File: src/tmc_pkg.sv
// shared constants of the thermal monitor and host clock register block
// assumes a 200 MHz core clock and an 8-bit register port
package tmc_pkg;

  // register indexes on the configuration port
  localparam logic [3:0] TMC_ADDR_CLK_CFG = 4'h9;
  localparam logic [3:0] TMC_ADDR_TRIM = 4'ha;
  localparam logic [3:0] TMC_ADDR_THERM_CFG = 4'hd;
  localparam logic [3:0] TMC_ADDR_THRESHOLD = 4'he;
  localparam logic [3:0] TMC_ADDR_RESULT = 4'hf;

  // field positions
  localparam int TMC_POS_TRIM_EN = 7;
  localparam int TMC_POS_DIV_LO = 1;
  localparam int TMC_POS_CLK_DIS = 0;
  localparam int TMC_POS_START = 7;
  localparam int TMC_POS_BUSY = 7;

  // values after reset
  localparam logic [2:0] TMC_RST_DIV = 3'h0;
  localparam logic TMC_RST_CLK_DIS = 1'b0;
  localparam logic TMC_RST_TRIM_EN = 1'b0;
  localparam logic [5:0] TMC_RST_TRIM = 6'h00;
  localparam logic [1:0] TMC_RST_MODE = 2'h0;
  localparam logic [5:0] TMC_RST_THRESHOLD = 6'h00;
  localparam logic [5:0] TMC_RST_RESULT = 6'h00;

  // thermal mode select codes
  localparam logic [1:0] TMC_MODE_DEFAULT = 2'h0;
  localparam logic [1:0] TMC_MODE_PROG = 2'h1;

  // divider codes
  localparam logic [2:0] TMC_DIV_3M686 = 3'h0;
  localparam logic [2:0] TMC_DIV_7M373 = 3'h1;
  localparam logic [2:0] TMC_DIV_14M74 = 3'h2;
  localparam logic [2:0] TMC_DIV_29M49 = 3'h3;
  localparam logic [2:0] TMC_DIV_1M843 = 3'h4;

  // phase increments of a 32-bit accumulator at 200 MHz
  localparam logic [31:0] TMC_INC_1M843 = 32'h025c_f6d3;
  localparam logic [31:0] TMC_INC_3M686 = 32'h04b9_eda5;
  localparam logic [31:0] TMC_INC_7M373 = 32'h0973_db4a;
  localparam logic [31:0] TMC_INC_14M74 = 32'h12e7_b695;
  localparam logic [31:0] TMC_INC_29M49 = 32'h25cf_6d29;
  // trim step divisors: -32 gives about -5 %, +31 about +6.7 %
  localparam logic [31:0] TMC_TRIM_DIV_NEG = 32'h0000_0280;
  localparam logic [31:0] TMC_TRIM_DIV_POS = 32'h0000_01cf;

  // timing
  localparam int TMC_CLK_PERIOD_PS = 5000;
  localparam int TMC_CONV_TIME_NS = 10000;
  localparam int TMC_CONV_CYCLES = (TMC_CONV_TIME_NS * 1000 + TMC_CLK_PERIOD_PS - 1) / TMC_CLK_PERIOD_PS;
  localparam int TMC_RESP_TIME_NS = 2000;
  localparam int TMC_RESP_CYCLES = (TMC_RESP_TIME_NS * 1000 + TMC_CLK_PERIOD_PS - 1) / TMC_CLK_PERIOD_PS;
  localparam logic [5:0] TMC_DEFAULT_THRESHOLD = 6'h2d;

endpackage

File: src/tmc_conv.sv
// manual temperature conversion: timer, busy flag and result capture
// assumes temp_code is already synchronised to core_clk
`timescale 1ns/1ps
module tmc_conv
  import tmc_pkg::*;
(
  input wire logic core_clk,
  input wire logic sys_rst,
  input wire logic start,
  input wire logic [5:0] temp_code,
  output logic busy_r,
  output logic done_r,
  output logic [5:0] result_r
);

  logic [11:0] cnt_r;

  // conversion timer and busy flag
  always_ff @(posedge core_clk) begin
    if (sys_rst) begin
      busy_r <= 1'b0;
      cnt_r <= 12'h000;
      done_r <= 1'b0;
    end else begin
      done_r <= 1'b0;
      if (!busy_r && start) begin
        busy_r <= 1'b1;
        cnt_r <= 12'h000;
      end else if (busy_r) begin
        if (cnt_r == 12'(TMC_CONV_CYCLES - 1)) begin
          busy_r <= 1'b0;
          done_r <= 1'b1;
        end else begin
          cnt_r <= cnt_r + 12'h001;
        end
      end
    end
  end

  // result changes only at the end of a conversion
  always_ff @(posedge core_clk) begin
    if (sys_rst) begin
      result_r <= TMC_RST_RESULT;
    end else if (busy_r && cnt_r == 12'(TMC_CONV_CYCLES - 1)) begin
      result_r <= temp_code;
    end
  end

  // result is held between conversions
  property p_result_hold;
    @(posedge core_clk) disable iff (sys_rst)
    !(busy_r && cnt_r == 12'(TMC_CONV_CYCLES - 1)) |=> $stable(result_r);
  endproperty
  a_result_hold: assert property (p_result_hold) else $error("result changed outside completion");

  // helper: length of the current busy stretch, for the length checks
  logic [11:0] busy_len_r;
  always_ff @(posedge core_clk) begin
    if (sys_rst) begin
      busy_len_r <= 12'h000;
    end else if (busy_r) begin
      busy_len_r <= busy_len_r + 12'h001;
    end else begin
      busy_len_r <= 12'h000;
    end
  end

  // busy lasts the full conversion time and ends with done
  property p_busy_len;
    @(posedge core_clk) disable iff (sys_rst)
    $fell(busy_r) |-> busy_len_r == 12'(TMC_CONV_CYCLES) && done_r;
  endproperty
  a_busy_len: assert property (p_busy_len) else $error("conversion length wrong");

  // busy never outlasts the conversion time
  property p_busy_max;
    @(posedge core_clk) disable iff (sys_rst)
    busy_r |-> busy_len_r < 12'(TMC_CONV_CYCLES);
  endproperty
  a_busy_max: assert property (p_busy_max) else $error("conversion runs too long");

  c_conv_done: cover property (@(posedge core_clk) disable iff (sys_rst) done_r);

endmodule

File: src/tmc_hclk.sv
// host clock generator: phase accumulator with divider choice and fine trim
// assumes control inputs are registers on core_clk
`timescale 1ns/1ps
module tmc_hclk
  import tmc_pkg::*;
(
  input wire logic core_clk,
  input wire logic sys_rst,
  input wire logic [2:0] div_sel,
  input wire logic trim_en,
  input wire logic [5:0] trim_val,
  input wire logic clk_dis,
  output logic hclk_r
);

  logic [31:0] base_inc;
  logic [31:0] step;
  logic signed [39:0] adj;
  logic [31:0] inc_r;
  logic [31:0] acc_r;

  // divider code to phase increment
  function automatic logic [31:0] inc_of(input logic [2:0] sel);
    case (sel)
      TMC_DIV_7M373: inc_of = TMC_INC_7M373;
      TMC_DIV_14M74: inc_of = TMC_INC_14M74;
      TMC_DIV_29M49: inc_of = TMC_INC_29M49;
      TMC_DIV_1M843: inc_of = TMC_INC_1M843;
      default: inc_of = TMC_INC_3M686;
    endcase
  endfunction

  // signed trim offset scaled per direction
  always_comb begin
    base_inc = inc_of(div_sel);
    step = trim_val[5] ? base_inc / TMC_TRIM_DIV_NEG : base_inc / TMC_TRIM_DIV_POS;
    adj = $signed({8'h00, base_inc}) + $signed({{34{trim_val[5]}}, trim_val}) * $signed({8'h00, step});
  end

  // increment register, trim only while enabled
  always_ff @(posedge core_clk) begin
    if (sys_rst) begin
      inc_r <= TMC_INC_3M686;
    end else begin
      inc_r <= trim_en ? adj[31:0] : base_inc;
    end
  end

  // accumulator and output, high while disabled
  always_ff @(posedge core_clk) begin
    if (sys_rst) begin
      acc_r <= 32'h0000_0000;
      hclk_r <= 1'b1;
    end else if (clk_dis) begin
      acc_r <= 32'h0000_0000;
      hclk_r <= 1'b1;
    end else begin
      acc_r <= acc_r + inc_r;
      hclk_r <= ~acc_r[31];
    end
  end

  property p_no_trim;
    @(posedge core_clk) disable iff (sys_rst)
    !trim_en |=> inc_r == inc_of($past(div_sel));
  endproperty
  a_no_trim: assert property (p_no_trim) else $error("trim applied while disabled");

  property p_dis_high;
    @(posedge core_clk) disable iff (sys_rst)
    clk_dis [*2] |-> hclk_r;
  endproperty
  a_dis_high: assert property (p_dis_high) else $error("host clock not high while disabled");

  c_hclk_toggle: cover property (@(posedge core_clk) disable iff (sys_rst) $fell(hclk_r));

endmodule

File: src/tmc_top.sv
// thermal monitor and host clock output register block
// assumes an 8-bit register port decoded from the serial configuration port
// and a 6-bit die temperature code from the analog sensor, asynchronous
//
// Overview of operation
// - programmable warning threshold applies only in thermal mode 01
// - six-bit writable threshold in bits 5:0, scaled like the result
// - temperature above threshold sets warning status and warning interrupt flag
// - programmable threshold compare has no hysteresis
// - manual conversions allowed only in thermal mode 10 or 11
// - result bit 7 reads one while converting, zero once result valid
// - six-bit unsigned result, 3 C per step, zero means -15 C
// - host clock selectable among five frequencies 1.843 to 29.49 MHz
// - fine trim acts only while trim enable is one
// - trim code signed, -32 about -5 %, +31 about +6.7 %
// - after power-up host clock runs enabled at 3.686 MHz
// - writing start begins a conversion; bit self-clears at completion
// - mode 00 uses internal default threshold; mode 1x disables warning
// - divider codes 000 to 100 select 3.686, 7.373, 14.74, 29.49, 1.843
// - host clock disable stops the clock and holds it high
`timescale 1ns/1ps
module tmc_top
  import tmc_pkg::*;
(
  input wire logic core_clk,
  input wire logic sys_rst,
  input wire logic reg_wr,
  input wire logic reg_rd,
  input wire logic [3:0] reg_addr,
  input wire logic [7:0] reg_wdata,
  output logic [7:0] reg_rdata_r,
  input wire logic [5:0] die_temp_code,
  input wire logic warn_irq_clear,
  output logic thermal_warn_status_r,
  output logic thermal_warn_irq_flag_r,
  output logic host_clk_out_r
);

  // configuration registers
  logic trim_enable_r;
  logic [2:0] host_clock_divider_r;
  logic host_clock_disable_r;
  logic [5:0] clock_trim_value_r;
  logic [1:0] thermal_mode_select_r;
  logic conv_start_r;
  logic [5:0] thermal_warn_threshold_r;

  // temperature synchroniser
  logic [5:0] temp_s1_r;
  logic [5:0] temp_s2_r;
  logic [5:0] temp_s3_r;
  logic [5:0] temp_now_r;

  // warning and conversion state
  logic [9:0] resp_cnt_r;
  logic warn_cond;
  logic start_req;
  logic conv_busy;
  logic conv_done;
  logic [5:0] temperature_result;
  logic hclk;

  // write of start accepted only in manual modes and when idle
  assign start_req = reg_wr && reg_addr == TMC_ADDR_THERM_CFG && reg_wdata[TMC_POS_START]
                     && reg_wdata[1] && !conv_busy;

  // three-stage capture; a new code counts once stages two and three agree
  always_ff @(posedge core_clk) begin
    if (sys_rst) begin
      temp_s1_r <= 6'h00;
      temp_s2_r <= 6'h00;
      temp_s3_r <= 6'h00;
      temp_now_r <= 6'h00;
    end else begin
      temp_s1_r <= die_temp_code;
      temp_s2_r <= temp_s1_r;
      temp_s3_r <= temp_s2_r;
      if (temp_s2_r == temp_s3_r) begin
        temp_now_r <= temp_s3_r;
      end
    end
  end

  // clock configuration registers
  always_ff @(posedge core_clk) begin
    if (sys_rst) begin
      trim_enable_r <= TMC_RST_TRIM_EN;
      host_clock_divider_r <= TMC_RST_DIV;
      host_clock_disable_r <= TMC_RST_CLK_DIS;
      clock_trim_value_r <= TMC_RST_TRIM;
    end else if (reg_wr) begin
      if (reg_addr == TMC_ADDR_CLK_CFG) begin
        trim_enable_r <= reg_wdata[TMC_POS_TRIM_EN];
        host_clock_divider_r <= reg_wdata[TMC_POS_DIV_LO +: 3];
        host_clock_disable_r <= reg_wdata[TMC_POS_CLK_DIS];
      end else if (reg_addr == TMC_ADDR_TRIM) begin
        clock_trim_value_r <= reg_wdata[5:0];
      end
    end
  end

  // thermal configuration and threshold registers
  always_ff @(posedge core_clk) begin
    if (sys_rst) begin
      thermal_mode_select_r <= TMC_RST_MODE;
      thermal_warn_threshold_r <= TMC_RST_THRESHOLD;
    end else if (reg_wr) begin
      if (reg_addr == TMC_ADDR_THERM_CFG) begin
        thermal_mode_select_r <= reg_wdata[1:0];
      end else if (reg_addr == TMC_ADDR_THRESHOLD) begin
        thermal_warn_threshold_r <= reg_wdata[5:0];
      end
    end
  end

  // start bit: set by an accepted write, cleared when conversion ends
  always_ff @(posedge core_clk) begin
    if (sys_rst) begin
      conv_start_r <= 1'b0;
    end else if (start_req) begin
      conv_start_r <= 1'b1;
    end else if (conv_done) begin
      conv_start_r <= 1'b0;
    end
  end

  tmc_conv u_conv (
    .core_clk(core_clk),
    .sys_rst(sys_rst),
    .start(start_req),
    .temp_code(temp_now_r),
    .busy_r(conv_busy),
    .done_r(conv_done),
    .result_r(temperature_result)
  );

  tmc_hclk u_hclk (
    .core_clk(core_clk),
    .sys_rst(sys_rst),
    .div_sel(host_clock_divider_r),
    .trim_en(trim_enable_r),
    .trim_val(clock_trim_value_r),
    .clk_dis(host_clock_disable_r),
    .hclk_r(hclk)
  );

  // output copy of the host clock
  always_ff @(posedge core_clk) begin
    if (sys_rst) begin
      host_clk_out_r <= 1'b1;
    end else begin
      host_clk_out_r <= hclk;
    end
  end

  // raw threshold comparison per mode, same scale as the result
  always_comb begin
    case (thermal_mode_select_r)
      TMC_MODE_PROG: warn_cond = temp_now_r > thermal_warn_threshold_r;
      TMC_MODE_DEFAULT: warn_cond = temp_now_r > TMC_DEFAULT_THRESHOLD;
      default: warn_cond = 1'b0;
    endcase
  end

  // default mode waits the response time before flagging
  always_ff @(posedge core_clk) begin
    if (sys_rst) begin
      resp_cnt_r <= 10'h000;
    end else if (thermal_mode_select_r == TMC_MODE_DEFAULT && warn_cond) begin
      if (resp_cnt_r != 10'(TMC_RESP_CYCLES)) begin
        resp_cnt_r <= resp_cnt_r + 10'h001;
      end
    end else begin
      resp_cnt_r <= 10'h000;
    end
  end

  // warning status follows the compare, no hysteresis band
  always_ff @(posedge core_clk) begin
    if (sys_rst) begin
      thermal_warn_status_r <= 1'b0;
    end else if (thermal_mode_select_r == TMC_MODE_PROG) begin
      thermal_warn_status_r <= warn_cond;
    end else if (thermal_mode_select_r == TMC_MODE_DEFAULT) begin
      thermal_warn_status_r <= warn_cond && resp_cnt_r == 10'(TMC_RESP_CYCLES);
    end else begin
      thermal_warn_status_r <= 1'b0;
    end
  end

  // sticky interrupt flag, a set beats a clear in the same cycle
  always_ff @(posedge core_clk) begin
    if (sys_rst) begin
      thermal_warn_irq_flag_r <= 1'b0;
    end else if (thermal_warn_status_r) begin
      thermal_warn_irq_flag_r <= 1'b1;
    end else if (warn_irq_clear) begin
      thermal_warn_irq_flag_r <= 1'b0;
    end
  end

  // read data, registered on a read strobe; unmapped reads zero
  always_ff @(posedge core_clk) begin
    if (sys_rst) begin
      reg_rdata_r <= 8'h00;
    end else if (reg_rd) begin
      if (reg_addr == TMC_ADDR_CLK_CFG) begin
        reg_rdata_r <= {trim_enable_r, 3'h0, host_clock_divider_r, host_clock_disable_r};
      end else if (reg_addr == TMC_ADDR_TRIM) begin
        reg_rdata_r <= {2'h0, clock_trim_value_r};
      end else if (reg_addr == TMC_ADDR_THERM_CFG) begin
        reg_rdata_r <= {conv_start_r, 5'h00, thermal_mode_select_r};
      end else if (reg_addr == TMC_ADDR_THRESHOLD) begin
        reg_rdata_r <= {2'h0, thermal_warn_threshold_r};
      end else if (reg_addr == TMC_ADDR_RESULT) begin
        reg_rdata_r <= {conv_busy, 1'b0, temperature_result};
      end else begin
        reg_rdata_r <= 8'h00;
      end
    end
  end

  // checks
  property p_prog_warn;
    @(posedge core_clk) disable iff (sys_rst)
    thermal_mode_select_r == TMC_MODE_PROG && temp_now_r > thermal_warn_threshold_r
      |=> thermal_warn_status_r ##1 thermal_warn_irq_flag_r;
  endproperty
  a_prog_warn: assert property (p_prog_warn) else $error("warning not raised above threshold");

  property p_no_hyst;
    @(posedge core_clk) disable iff (sys_rst)
    thermal_mode_select_r == TMC_MODE_PROG && temp_now_r <= thermal_warn_threshold_r |=> !thermal_warn_status_r;
  endproperty
  a_no_hyst: assert property (p_no_hyst) else $error("warning held at or below threshold");

  property p_prog_only;
    @(posedge core_clk) disable iff (sys_rst)
    thermal_mode_select_r == TMC_MODE_DEFAULT && temp_now_r <= TMC_DEFAULT_THRESHOLD |=> !thermal_warn_status_r;
  endproperty
  a_prog_only: assert property (p_prog_only) else $error("programmed threshold used outside mode 01");

  property p_manual_off;
    @(posedge core_clk) disable iff (sys_rst)
    thermal_mode_select_r[1] |=> !thermal_warn_status_r;
  endproperty
  a_manual_off: assert property (p_manual_off) else $error("warning active in manual mode");

  property p_start_mode;
    @(posedge core_clk) disable iff (sys_rst)
    $rose(conv_busy) |-> $past(reg_wdata[1]) && $past(reg_wr);
  endproperty
  a_start_mode: assert property (p_start_mode) else $error("conversion started outside manual mode");

  property p_start_clear;
    @(posedge core_clk) disable iff (sys_rst)
    conv_done |=> !conv_start_r && !conv_busy;
  endproperty
  a_start_clear: assert property (p_start_clear) else $error("start bit not cleared at completion");

  property p_defaults;
    @(posedge core_clk)
    $fell(sys_rst) |-> host_clock_divider_r == TMC_DIV_3M686 && !host_clock_disable_r;
  endproperty
  a_defaults: assert property (p_defaults) else $error("host clock defaults wrong after reset");

  property p_busy_read;
    @(posedge core_clk) disable iff (sys_rst)
    reg_rd && reg_addr == TMC_ADDR_RESULT |=> reg_rdata_r[TMC_POS_BUSY] == $past(conv_busy);
  endproperty
  a_busy_read: assert property (p_busy_read) else $error("busy bit read wrong");

  property p_flag_follows;
    @(posedge core_clk) disable iff (sys_rst)
    thermal_warn_status_r |=> thermal_warn_irq_flag_r;
  endproperty
  a_flag_follows: assert property (p_flag_follows) else $error("warning flag not set by status");

  property p_start_refused;
    @(posedge core_clk) disable iff (sys_rst)
    reg_wr && reg_addr == TMC_ADDR_THERM_CFG && !reg_wdata[1] && !conv_busy |=> !conv_busy && !conv_start_r;
  endproperty
  a_start_refused: assert property (p_start_refused) else $error("conversion started in warning mode");

  property p_result_read;
    @(posedge core_clk) disable iff (sys_rst)
    reg_rd && reg_addr == TMC_ADDR_RESULT |=> reg_rdata_r[5:0] == $past(temperature_result) && !reg_rdata_r[6];
  endproperty
  a_result_read: assert property (p_result_read) else $error("result field read wrong");

  property p_thr_read;
    @(posedge core_clk) disable iff (sys_rst)
    reg_rd && reg_addr == TMC_ADDR_THRESHOLD |=> reg_rdata_r == {2'h0, $past(thermal_warn_threshold_r)};
  endproperty
  a_thr_read: assert property (p_thr_read) else $error("threshold read wrong");

  // read data stands until the next read strobe
  property p_rdata_hold;
    @(posedge core_clk) disable iff (sys_rst)
    !reg_rd |=> $stable(reg_rdata_r);
  endproperty
  a_rdata_hold: assert property (p_rdata_hold) else $error("read data changed without a read");

  // pin copy of the host clock stays high while disabled
  property p_hclk_pin_high;
    @(posedge core_clk) disable iff (sys_rst)
    host_clock_disable_r [*3] |-> host_clk_out_r;
  endproperty
  a_hclk_pin_high: assert property (p_hclk_pin_high) else $error("host clock pin low while disabled");

  c_prog_warn: cover property (@(posedge core_clk) disable iff (sys_rst)
    thermal_mode_select_r == TMC_MODE_PROG && thermal_warn_status_r);
  c_irq_clear: cover property (@(posedge core_clk) disable iff (sys_rst) $fell(thermal_warn_irq_flag_r));

endmodule

File: config.mk
export PLATFORM = sky130hd
export DESIGN_NAME = tmc_top
export DESIGN_NICKNAME = d
export VERILOG_FILES = /design/src/tmc_pkg.sv /design/src/tmc_conv.sv /design/src/tmc_hclk.sv /design/src/tmc_top.sv
export SDC_FILE = /design/constraint.sdc
export NUM_CORES = 1
export LEC_CHECK = 0
export BUFFER_PORTS_ARGS = -buffer_cell sky130_fd_sc_hd__buf_2
export CORE_UTILIZATION = 35
export DETAILED_ROUTE_END_ITERATION = 16
export GPL_TIMING_DRIVEN = 0
export MAX_ROUTING_LAYER = met4
export PLACE_DENSITY = 0.57
export SLEW_MARGIN = 20
export SYNTH_ARGS = -nofsm -noshare
export SYNTH_HDL_FRONTEND = slang
export SYNTH_SLANG_ARGS = --single-unit
File: constraint.sdc
create_clock -name core_clk -period 78 [get_ports core_clk]
set_input_delay 7.8 -clock core_clk [delete_from_list [all_inputs] [get_ports core_clk]]
set_output_delay 7.8 -clock core_clk [all_outputs]
set_load 0.01 [all_outputs]
After elaboration in Yosys (flattened, before gate mapping)
Cells that the tools add are included.
- bits in registers: 150
- bits of input ports: 23
- output and inout bits: 11
- word-level logic and storage cells: 92
- add/subtract/negate cells: 4
- multipliers: 1
- divide/modulo/power cells: 2
- order comparisons: 2
- equal/unequal tests: 14
- muxes and demuxes: 19
- bitwise gates (word level): 6
- reductions and logical operators: 21
- operators by type and width (operator ; count):
    $pmux W30 S4 ; 1
    $mux W32 ; 2
    $mux W8 ; 5
    $mul A6 B33 Y32 ; 1
    $add A31 B32 Y32 ; 1
    $add A32 B32 Y32 ; 1
    $div A32 B10 Y32 const B ; 1
    $div A32 B9 Y32 const B ; 1
    $eq A4 B4 Y1 const B ; 5
    $add A12 B1 Y12 const B ; 1
    $eq A12 B11 Y1 const B ; 1
    $add A10 B1 Y10 const B ; 1
    $eq A10 B9 Y1 const B ; 1
    $mux W1 ; 10
    $ne A10 B9 Y1 const B ; 1
    $logic_and A1 B1 Y1 ; 8
    $eq A3 B2 Y1 const B ; 2
    $eq A6 B6 Y1 ; 1
    $gt A6 B6 Y1 ; 1
    $gt A6 B6 Y1 const B ; 1
    $not A1 Y1 ; 6
    $reduce_and A2 Y1 ; 3
    $reduce_and A3 Y1 ; 2
    $reduce_or A2 Y1 ; 3
    other kinds (8) ; 9

Longest topological paths before layout
Gate-level depths: netlist of run 1.
- depth after elaboration: 7
- depth in mapped cells: 360
- depth with buffers taken out: 323

Cells and area by module
A second synthesis of run 1 with hierarchy kept.
- cells, all modules: 3806
- area, all modules: 28862.7 sq um
- by module, submodules not included (module ; times used ; cells each ; area an instance (sq um) ; seq. area each (sq um)):
    tmc_hclk ; 1 ; 3392 ; 25039.0 ; 1301.2
    tmc_top ; 1 ; 306 ; 2827.7 ; 1281.2
    tmc_conv ; 1 ; 108 ; 996.0 ; 400.4

Least setup slack after synthesis of run 1
OpenSTA, ideal clock, no wires.
- path kind: register to register
- start point: register clock_trim_value_r[5]
- end point: register u_hclk.inc_r[31]
- setup time: 0.131 ns
- data arrival time: 64.637 ns
- data required time: 77.869 ns
- path slack: 13.232 ns
- stages on the path, launching flop included: 340
- path buffers: 38
- clock period less this slack: 64.768 ns
- path through: dfxtp_1 > buf_4 > clkinv_1 > ha_1 > nand4bb_1 > o21ai_1 > clkbuf_1 > nor2_1 > a21oi_1 > ha_1 > o211ai_1 > a21boi_4 > nor3_1 > and4_1 > buf_6 > o21ai_2 > nor2_1 > a21oi_1 > [304 not listed] > nor2b_1 > o21a_1 > o21a_1 > o21a_1 > o21a_1 > nor2_1 > nor2_1 > o21ai_0 > nand2b_1 > a21oi_1 > o21bai_1 > a21oi_1 > o21bai_1 > a21oi_1 > o21bai_1 > a21oi_1 > xor2_1 > nor3_1
- cells in the longest elaborated chain, start to end: 4
- ends and longest elaborated chain (item ; RTL line ; source):
    start, declared ; tmc_top.sv:43 ; logic [5:0] clock_trim_value_r;
    start signal, assigned ; tmc_top.sv:97 ; clock_trim_value_r <= reg_wdata[5:0];
    $mux W32 ; tmc_hclk.sv:36 ; step = trim_val[5] ? base_inc / TMC_TRIM_DIV_NEG : base_inc / TMC_TRIM_DIV_POS;
    $mul A6 B33 Y32 * ; tmc_hclk.sv:37 ; adj = $signed({8'h00, base_inc}) + $signed({{34{trim_val[5]}}, trim_val}) * $signed({8'h00, step});
    $add A31 B32 Y32 * ; tmc_hclk.sv:37 ;
    $mux W32 * ; tmc_hclk.sv:45 ; inc_r <= trim_en ? adj[31:0] : base_inc;
    end signal, assigned ; tmc_hclk.sv:45 ;
    end, declared ; tmc_hclk.sv:19 ; logic [31:0] inc_r;
Mark *: on every way between the ends. The rest lies on a longest branch, timed or not.
A chain may end at the register's enable or synchronous reset.

Final worst setup path of run 1
- start point: register host_clock_divider_r[2]
- end point: register u_hclk.inc_r[31]
- cells in the longest elaborated chain, start to end: 7
- elaborated cells on any way between the ends: 11
- classes of those cells: 1 x add/sub; 1 x mul; 2 x div; 4 x eq/ne; 3 x mux
- ends and longest elaborated chain (item ; RTL line ; source):
    start, declared ; tmc_top.sv:41 ; logic [2:0] host_clock_divider_r;
    start signal, assigned ; tmc_top.sv:94 ; host_clock_divider_r <= reg_wdata[TMC_POS_DIV_LO +: 3];
    $eq A3 B3 Y1, or another cell as far along ; tmc_hclk.sv:24 ; case (sel)
    $pmux W30 S4 * ; tmc_hclk.sv:24 ;
    $div A32 B9 Y32 or $div A32 B10 Y32 (tied branches) ; tmc_hclk.sv:36 ;
    $mux W32 ; tmc_hclk.sv:36 ;
    $mul A6 B33 Y32 ; tmc_hclk.sv:37 ;
    $add A31 B32 Y32 * ; tmc_hclk.sv:37 ;
    $mux W32 * ; tmc_hclk.sv:45 ;
Marks and branches as above.

==> results of run 1 <==
placed cells by master (no fill, tap or decap), drive strengths merged, types with 96 or more instances in the layout:
cell type,n
a21oi,271
buf,96
dfxtp,149
fa,108
ha,266
inv,249
mux2i,97
nand2,346
nand3,121
nor2,351
nor3,147
o21ai,156
xnor2,186
cell families after synthesis:
group,after synthesis
flip-flops,149
AND/OR/NAND/NOR,1481
XOR/XNOR,263
other,1
AO/OA/AOI/OAI,1079
multiplexers,127
buffers and inverters,368
adder cells (fa/ha/maj),376
synth_stat cells, types with 34 or more instances:
library cell	number	area, um^2
o21a_1	72	541
nand2b_1	52	325
dfxtp_1	149	2980
nor2b_1	48	300
a21o_1	78	586
o21ai_0	124	621
nand2_1	343	1290
clkbuf_1	64	240
and2_1	73	457
nor2_1	347	1300
or3_1	57	357
inv_1	233	875
xor2_1	76	666
nor3_1	139	696
ha_1	266	3330
mux2i_1	93	931
fa_1	108	2160
xnor2_1	186	1630
o21bai_1	45	338
or2_2	34	213
nand3_1	120	601
o31ai_1	34	255
o211ai_1	43	323
a21oi_1	265	1330
a211oi_1	35	263
a31oi_1	49	307
and3_1	37	231
per-layer routing:
layer,vias up,GRT usage
met5,-,-
met4,0,0.0316
met3,61,0.00985
met2,491,0.340
met1,13400,0.270
li1,14200,-
what timing repair did:
| action | in CTS | in global routing |
|---|---|---|
| buffers inserted | 0 | 10 |
| gates resized for setup | 0 | 53 |
| endpoints found under the hold margin | 0 | 0 |
| hold buffers | 0 | 0 |
| endpoints found under the setup margin | 0 | 26 |
state kept, by name, summed over array words and instances, names as in the netlist, 2 cells and up:
name / cells
clock_trim_value_r: 6
host_clock_divider_r: 3
reg_rdata_r: 7
resp_cnt_r: 10
temp_now_r: 6
temp_s1_r: 6
temp_s2_r: 6
temp_s3_r: 6
thermal_mode_select_r: 2
thermal_warn_threshold_r: 6
u_conv.cnt_r: 12
u_conv.result_r: 6
u_hclk.acc_r: 32
u_hclk.inc_r: 32
metrics by stage:
| stage | hold slack (ns) | cell area [um^2] | utilization | TNS [ns] | instances |
|---|---|---|---|---|---|
| 3_5_place_dp | 0.394 | 30900 | 0.374 | 0 | 4944 |
| 3_3_place_gp | 0.398 | 30800 | 0.373 | -37.03 | 4941 |
| 4_1_cts | 0.411 | 31500 | 0.382 | 0 | 4976 |
| 2_1_floorplan | 0.371 | 29300 | - | 0 | 3844 |
| 5_1_grt | 0.436 | 31700 | 0.385 | 0 | 4985 |
| 6_report | 0.410 | 31700 | 0.385 | 0 | 4985 |
worst paths after layout:
kind,start,endpoint,slack [ns]
max,host_clock_divider_r[2],u_hclk.inc_r[31],6.13
min,u_hclk.acc_r[31],u_hclk.hclk_r,0.41
max reg2reg,host_clock_divider_r[2],u_hclk.inc_r[31],6.13
min reg2reg,u_hclk.acc_r[31],u_hclk.hclk_r,0.41
cell type report:
class                           instances  area, um^2  area share
Multi-Input combinational cell       3327       24900       0.784
Inverter                              244         918      0.0289
Timing Repair Buffer                   40         293     0.00923
Clock inverter                         15         200     0.00631
Tap cell                             1070        1340      0.0422
Sequential cell                       149        2990      0.0941
Clock buffer                           17         425      0.0134
Buffer                                123         688      0.0217
==> flow_summary.json, run 1 <==
{
  "path_clk_slew_ns": 0.08,
  "crit_required_ns": 78.29,
  "async_flop_share": 0,
  "path_delay_family": "compound AO/OA/AOI/OAI gates",
  "grt_usage": 0.201,
  "drt-pass1-iter-count": 5,
  "cts-root-buf": "clkbuf_16",
  "io-pin-count": 34,
  "setup_violations": 0,
  "status": "complete, no violations",
  "worst_setup_path_end_kind": "flip-flop",
  "wl_per_cell_um": 17.1,
  "cts_tree": "yes",
  "synth-seq-cells": 149,
  "fp.dieW_um": 291,
  "antenna_found_initial": 0,
  "core_area_mm2": 0.0825,
  "dr_total_vias": 28200,
  "cts_sinks": 149,
  "viasPerCell": 5.66,
  "tightest_slew_ns": 1.03,
  "hold_viol_final": 0,
  "dpl.hpwl_um": 69700,
  "drt-met1-wl_um": 42000,
  "setup_ws_ns": 6.13,
  "rsz0062_at_grt": "false",
  "ys_seq_area_frac": 0.102,
  "whs_path_depth": 1,
  "period_minus_slack_ns": 71.87,
  "drcViolationCount": 0,
  "clock_skew_ns": 0.0205,
  "start_util": 0.355,
  "synth_edf_count": 0,
  "synthXorXnorAreaFrac": 0.0788,
  "grt_pass1_vias": 27100,
  "fmax_ghz": 0.0139,
  "drt_iter0_drc": 1577,
  "critPathKind": "reg -> reg",
  "nFillCells": 8678,
  "synthAdderAreaFrac": 0.188,
  "crit_slowest_cell": "fa_1",
  "syn-instance-count": 3844,
  "syn_nets": 4241,
  "worstPathArrival_ns": 72.17,
  "rows": 105,
  "worst-path-buf-inv": 48,
  "met3_length_um": 2350,
  "grt_first_pass_wirelength_um": 140000,
  "dr_wl_met2_um": 40000,
  "yosys.area_share.simple": 0.265,
  "grt_max_degree": 51,
  "finalNetCount": 4299,
  "synth_top_flop_cell": "dfxtp_1",
  "synthMuxAreaShare": 0.0464,
  "yosysWarnings": 0,
  "port_buffers": 27,
  "yosysUniqueCellTypes": 170,
  "max_stage_delay_ns": 0.55,
  "finalCritPeriodShare": 0.921,
  "clk_path_buf_depth": 2,
  "ant_nets": 0,
  "syn2layout_area_growth_pct": 8.19,
  "drv_cap": 0,
  "min_path_type": "reg -> reg",
  "antenna_cells": 0,
  "htreeDepth": 4,
  "ff2ff_path_depth": 338,
  "synth-compound-area-share": 0.266,
  "synth_top_family_by_area": "compound AO/OA/AOI/OAI gates",
  "critPathMostFrequentCell": "a21oi_1",
  "dr.max_layer_used": "met4",
  "path_max_fanout": 10,
  "setup.worst_path.start_class": "flip-flop",
  "syn_area_mm2": 0.0293,
  "place_congestion": 0.892,
  "path_depth": 338,
  "dieArea_mm2": 0.0850,
  "syn_area_per_cell_um2": 7.63,
  "totalWireLength_um": 85100,
  "place_ws_ns": 2.33,
  "maxSlewViolCount": 0,
  "numCtsBuffers": 17,
  "insertion_delay_ns": 0.44,
  "globalRouteOverflowTotal": 0,
  "die_h_um": 291,
  "max_slew_margin": 0.311,
  "drive_above_1_share": 0.0989
}
Power of run 1 is left out: the tool's default activity adds up to more than one toggle a clock period on the data nets, which glitch-free logic cannot reach.
==> run 2, diff against run 1 <==
- PLACE_DENSITY: 0.57 -> 0.59
- clock period: 78 -> 64.9 ns (I/O delays scaled with it)
==> flow_summary.json, run 2 (synthesis gave the netlist of run 1 again) <==
{
  "grt_usage": 0.205,
  "clk_path_buf_depth": 2,
  "start_util": 0.355,
  "hold_end": "u_hclk.hclk_r",
  "antenna_cells": 0,
  "maxSlewViolCount": 0,
  "path_clk_slew_ns": 0.07,
  "critPathMostFrequentCell": "o21a_1",
  "dpl.hpwl_um": 69000,
  "reg2reg_to": "u_hclk.inc_r[31]",
  "die_h_um": 291,
  "fmax_ghz": 0.0163,
  "ff2ff_path_depth": 336,
  "syn2layout_area_growth_pct": 13.7,
  "max_slew_margin": 0.331,
  "max_stage_delay_ns": 0.55,
  "fp.dieW_um": 291,
  "globalRouteOverflowTotal": 0,
  "ant_nets": 0,
  "layout_common_cells": "nand2_1, nor2_1, ha_1",
  "port_buffers": 27,
  "place_congestion": 0.888,
  "viasPerCell": 5.68,
  "setup_violations": 0,
  "insertion_delay_ns": 0.44,
  "core_area_mm2": 0.0825,
  "drcViolationCount": 0,
  "cts_sinks": 149,
  "path_max_fanout": 11,
  "dieArea_mm2": 0.0850,
  "hold_viol_final": 0,
  "fin_cells": 5073,
  "worst_setup_path_end_kind": "flip-flop",
  "grt_max_degree": 28,
  "drt-pass1-iter-count": 6,
  "clock_skew_ns": 0.0138,
  "fin_tns_setup_ns": 0,
  "finalNetCount": 4387,
  "rows": 105,
  "drv_cap": 0,
  "r2r-start": "host_clock_divider_r[1]",
  "io-pin-count": 34,
  "place_inst": 4944,
  "final_cell_area_mm2": 0.0334,
  "grt_pass1_vias": 27500,
  "finalCritPeriodShare": 0.943,
  "drt_iter0_drc": 1739,
  "timing.hold.ws_ns": 0.407,
  "wl_per_cell_um": 17.2,
  "totalWireLength_um": 87000,
  "final_common_cell": "nand2_1",
  "numCtsBuffers": 17,
  "period_minus_slack_ns": 61.22,
  "tightest_slew_ns": 0.996,
  "dr_total_vias": 28800,
  "startpoint": "host_clock_divider_r[1]",
  "cts_tree": "yes",
  "setup.worst_path.start_class": "flip-flop",
  "drive_above_1_share": 0.150,
  "htreeDepth": 4,
  "min_path_type": "reg -> reg",
  "crit_slowest_cell": "fa_1",
  "top_regs": "u_hclk.acc_r: 32 flops, u_hclk.inc_r: 32 flops, u_conv.cnt_r: 12 flops",
  "min-delay-start": "u_hclk.acc_r[31]",
  "holdBufCountCts": 0,
  "status": "complete, no violations",
  "cts-root-buf": "clkbuf_16",
  "whs_path_depth": 1,
  "reg2reg_slack_ns": 3.68,
  "placed_cell_area_mm2": 0.0309,
  "critPathKind": "reg -> reg",
  "worstPathArrival_ns": 61.51,
  "antenna_found_initial": 0,
  "crit_required_ns": 65.19,
  "grt_first_pass_wirelength_um": 143000
}
run 2: cell types whose count changed in the layout (fill, tap and decap cells not counted), sizes merged:
cell | before | now
clkinv | 9 | 8
clkinvlp | 1 | 0
bufbuf | 0 | 2
clkbuf | 82 | 68
buf | 96 | 195
dlymetal6s2s | 0 | 1
inv | 249 | 251
run 2: final cells by class:
| type | instances | area, um^2 |
|---|---|---|
| clock inverters | 15 | 136 |
| fillers | 8466 | 49100 |
| plain buffers | 121 | 857 |
| flip-flops and latches | 149 | 2990 |
| multi-input cells | 3327 | 25700 |
| inverters | 244 | 936 |
| clock buffers | 17 | 425 |
| well taps | 1070 | 1340 |
| repair buffers | 130 | 1020 |
run 2: stage by stage:
stage	setup WS, ns	util
after floorplan	0.132	-
after global placement	-16.16	0.373
after detailed placement	-10.69	0.374
after CTS	0.0109	0.392
after global routing	-0.446	0.404
final	3.68	0.404
run 2: per-layer routing:
layer / vias to the layer above / share of wire / track usage
li1: 14400 / - / -
met5: - / 0 / -
met2: 584 / 0.47 / 0.341
met4: 0 / 0.016 / 0.0379
met1: 13700 / 0.48 / 0.273
met3: 97 / 0.032 / 0.0131
run 2: repair_timing:
item | in CTS | in global routing
setup endpoints to repair | 32 | 29
pin swaps | 21 | 54
gates cloned | 2 | 0
resized for setup | 163 | 125
buffers inserted | 30 | 68
run 2: worst max-delay path by stage:
stage / depth (start not counted) / slack [ns] / endpoint
after floorplan: 339 / 0.13 / u_hclk.inc_r[31]
after global placement: 328 / -16.16 / u_hclk.inc_r[31]
after detailed placement: 331 / -10.69 / u_hclk.inc_r[31]
after CTS: 340 / 0.01 / u_hclk.inc_r[31]
after global routing: 339 / -0.45 / u_hclk.inc_r[30]
final: 336 / 3.68 / u_hclk.inc_r[31]
run 2: worst max-delay path, delay by kind of cell, from the launching register on:
| kind | cells | cell delay (ns) |
|---|---|---|
| simple gates | 110 | 17.53 |
| buf+inv | 48 | 7.95 |
| xor+xnor | 4 | 0.60 |
| fa+ha+maj | 27 | 9.07 |
| flops | 1 | 0.36 |
| compound gates | 140 | 23.96 |
| mux | 7 | 1.44 |
Power of run 2 is left out for the same reason.
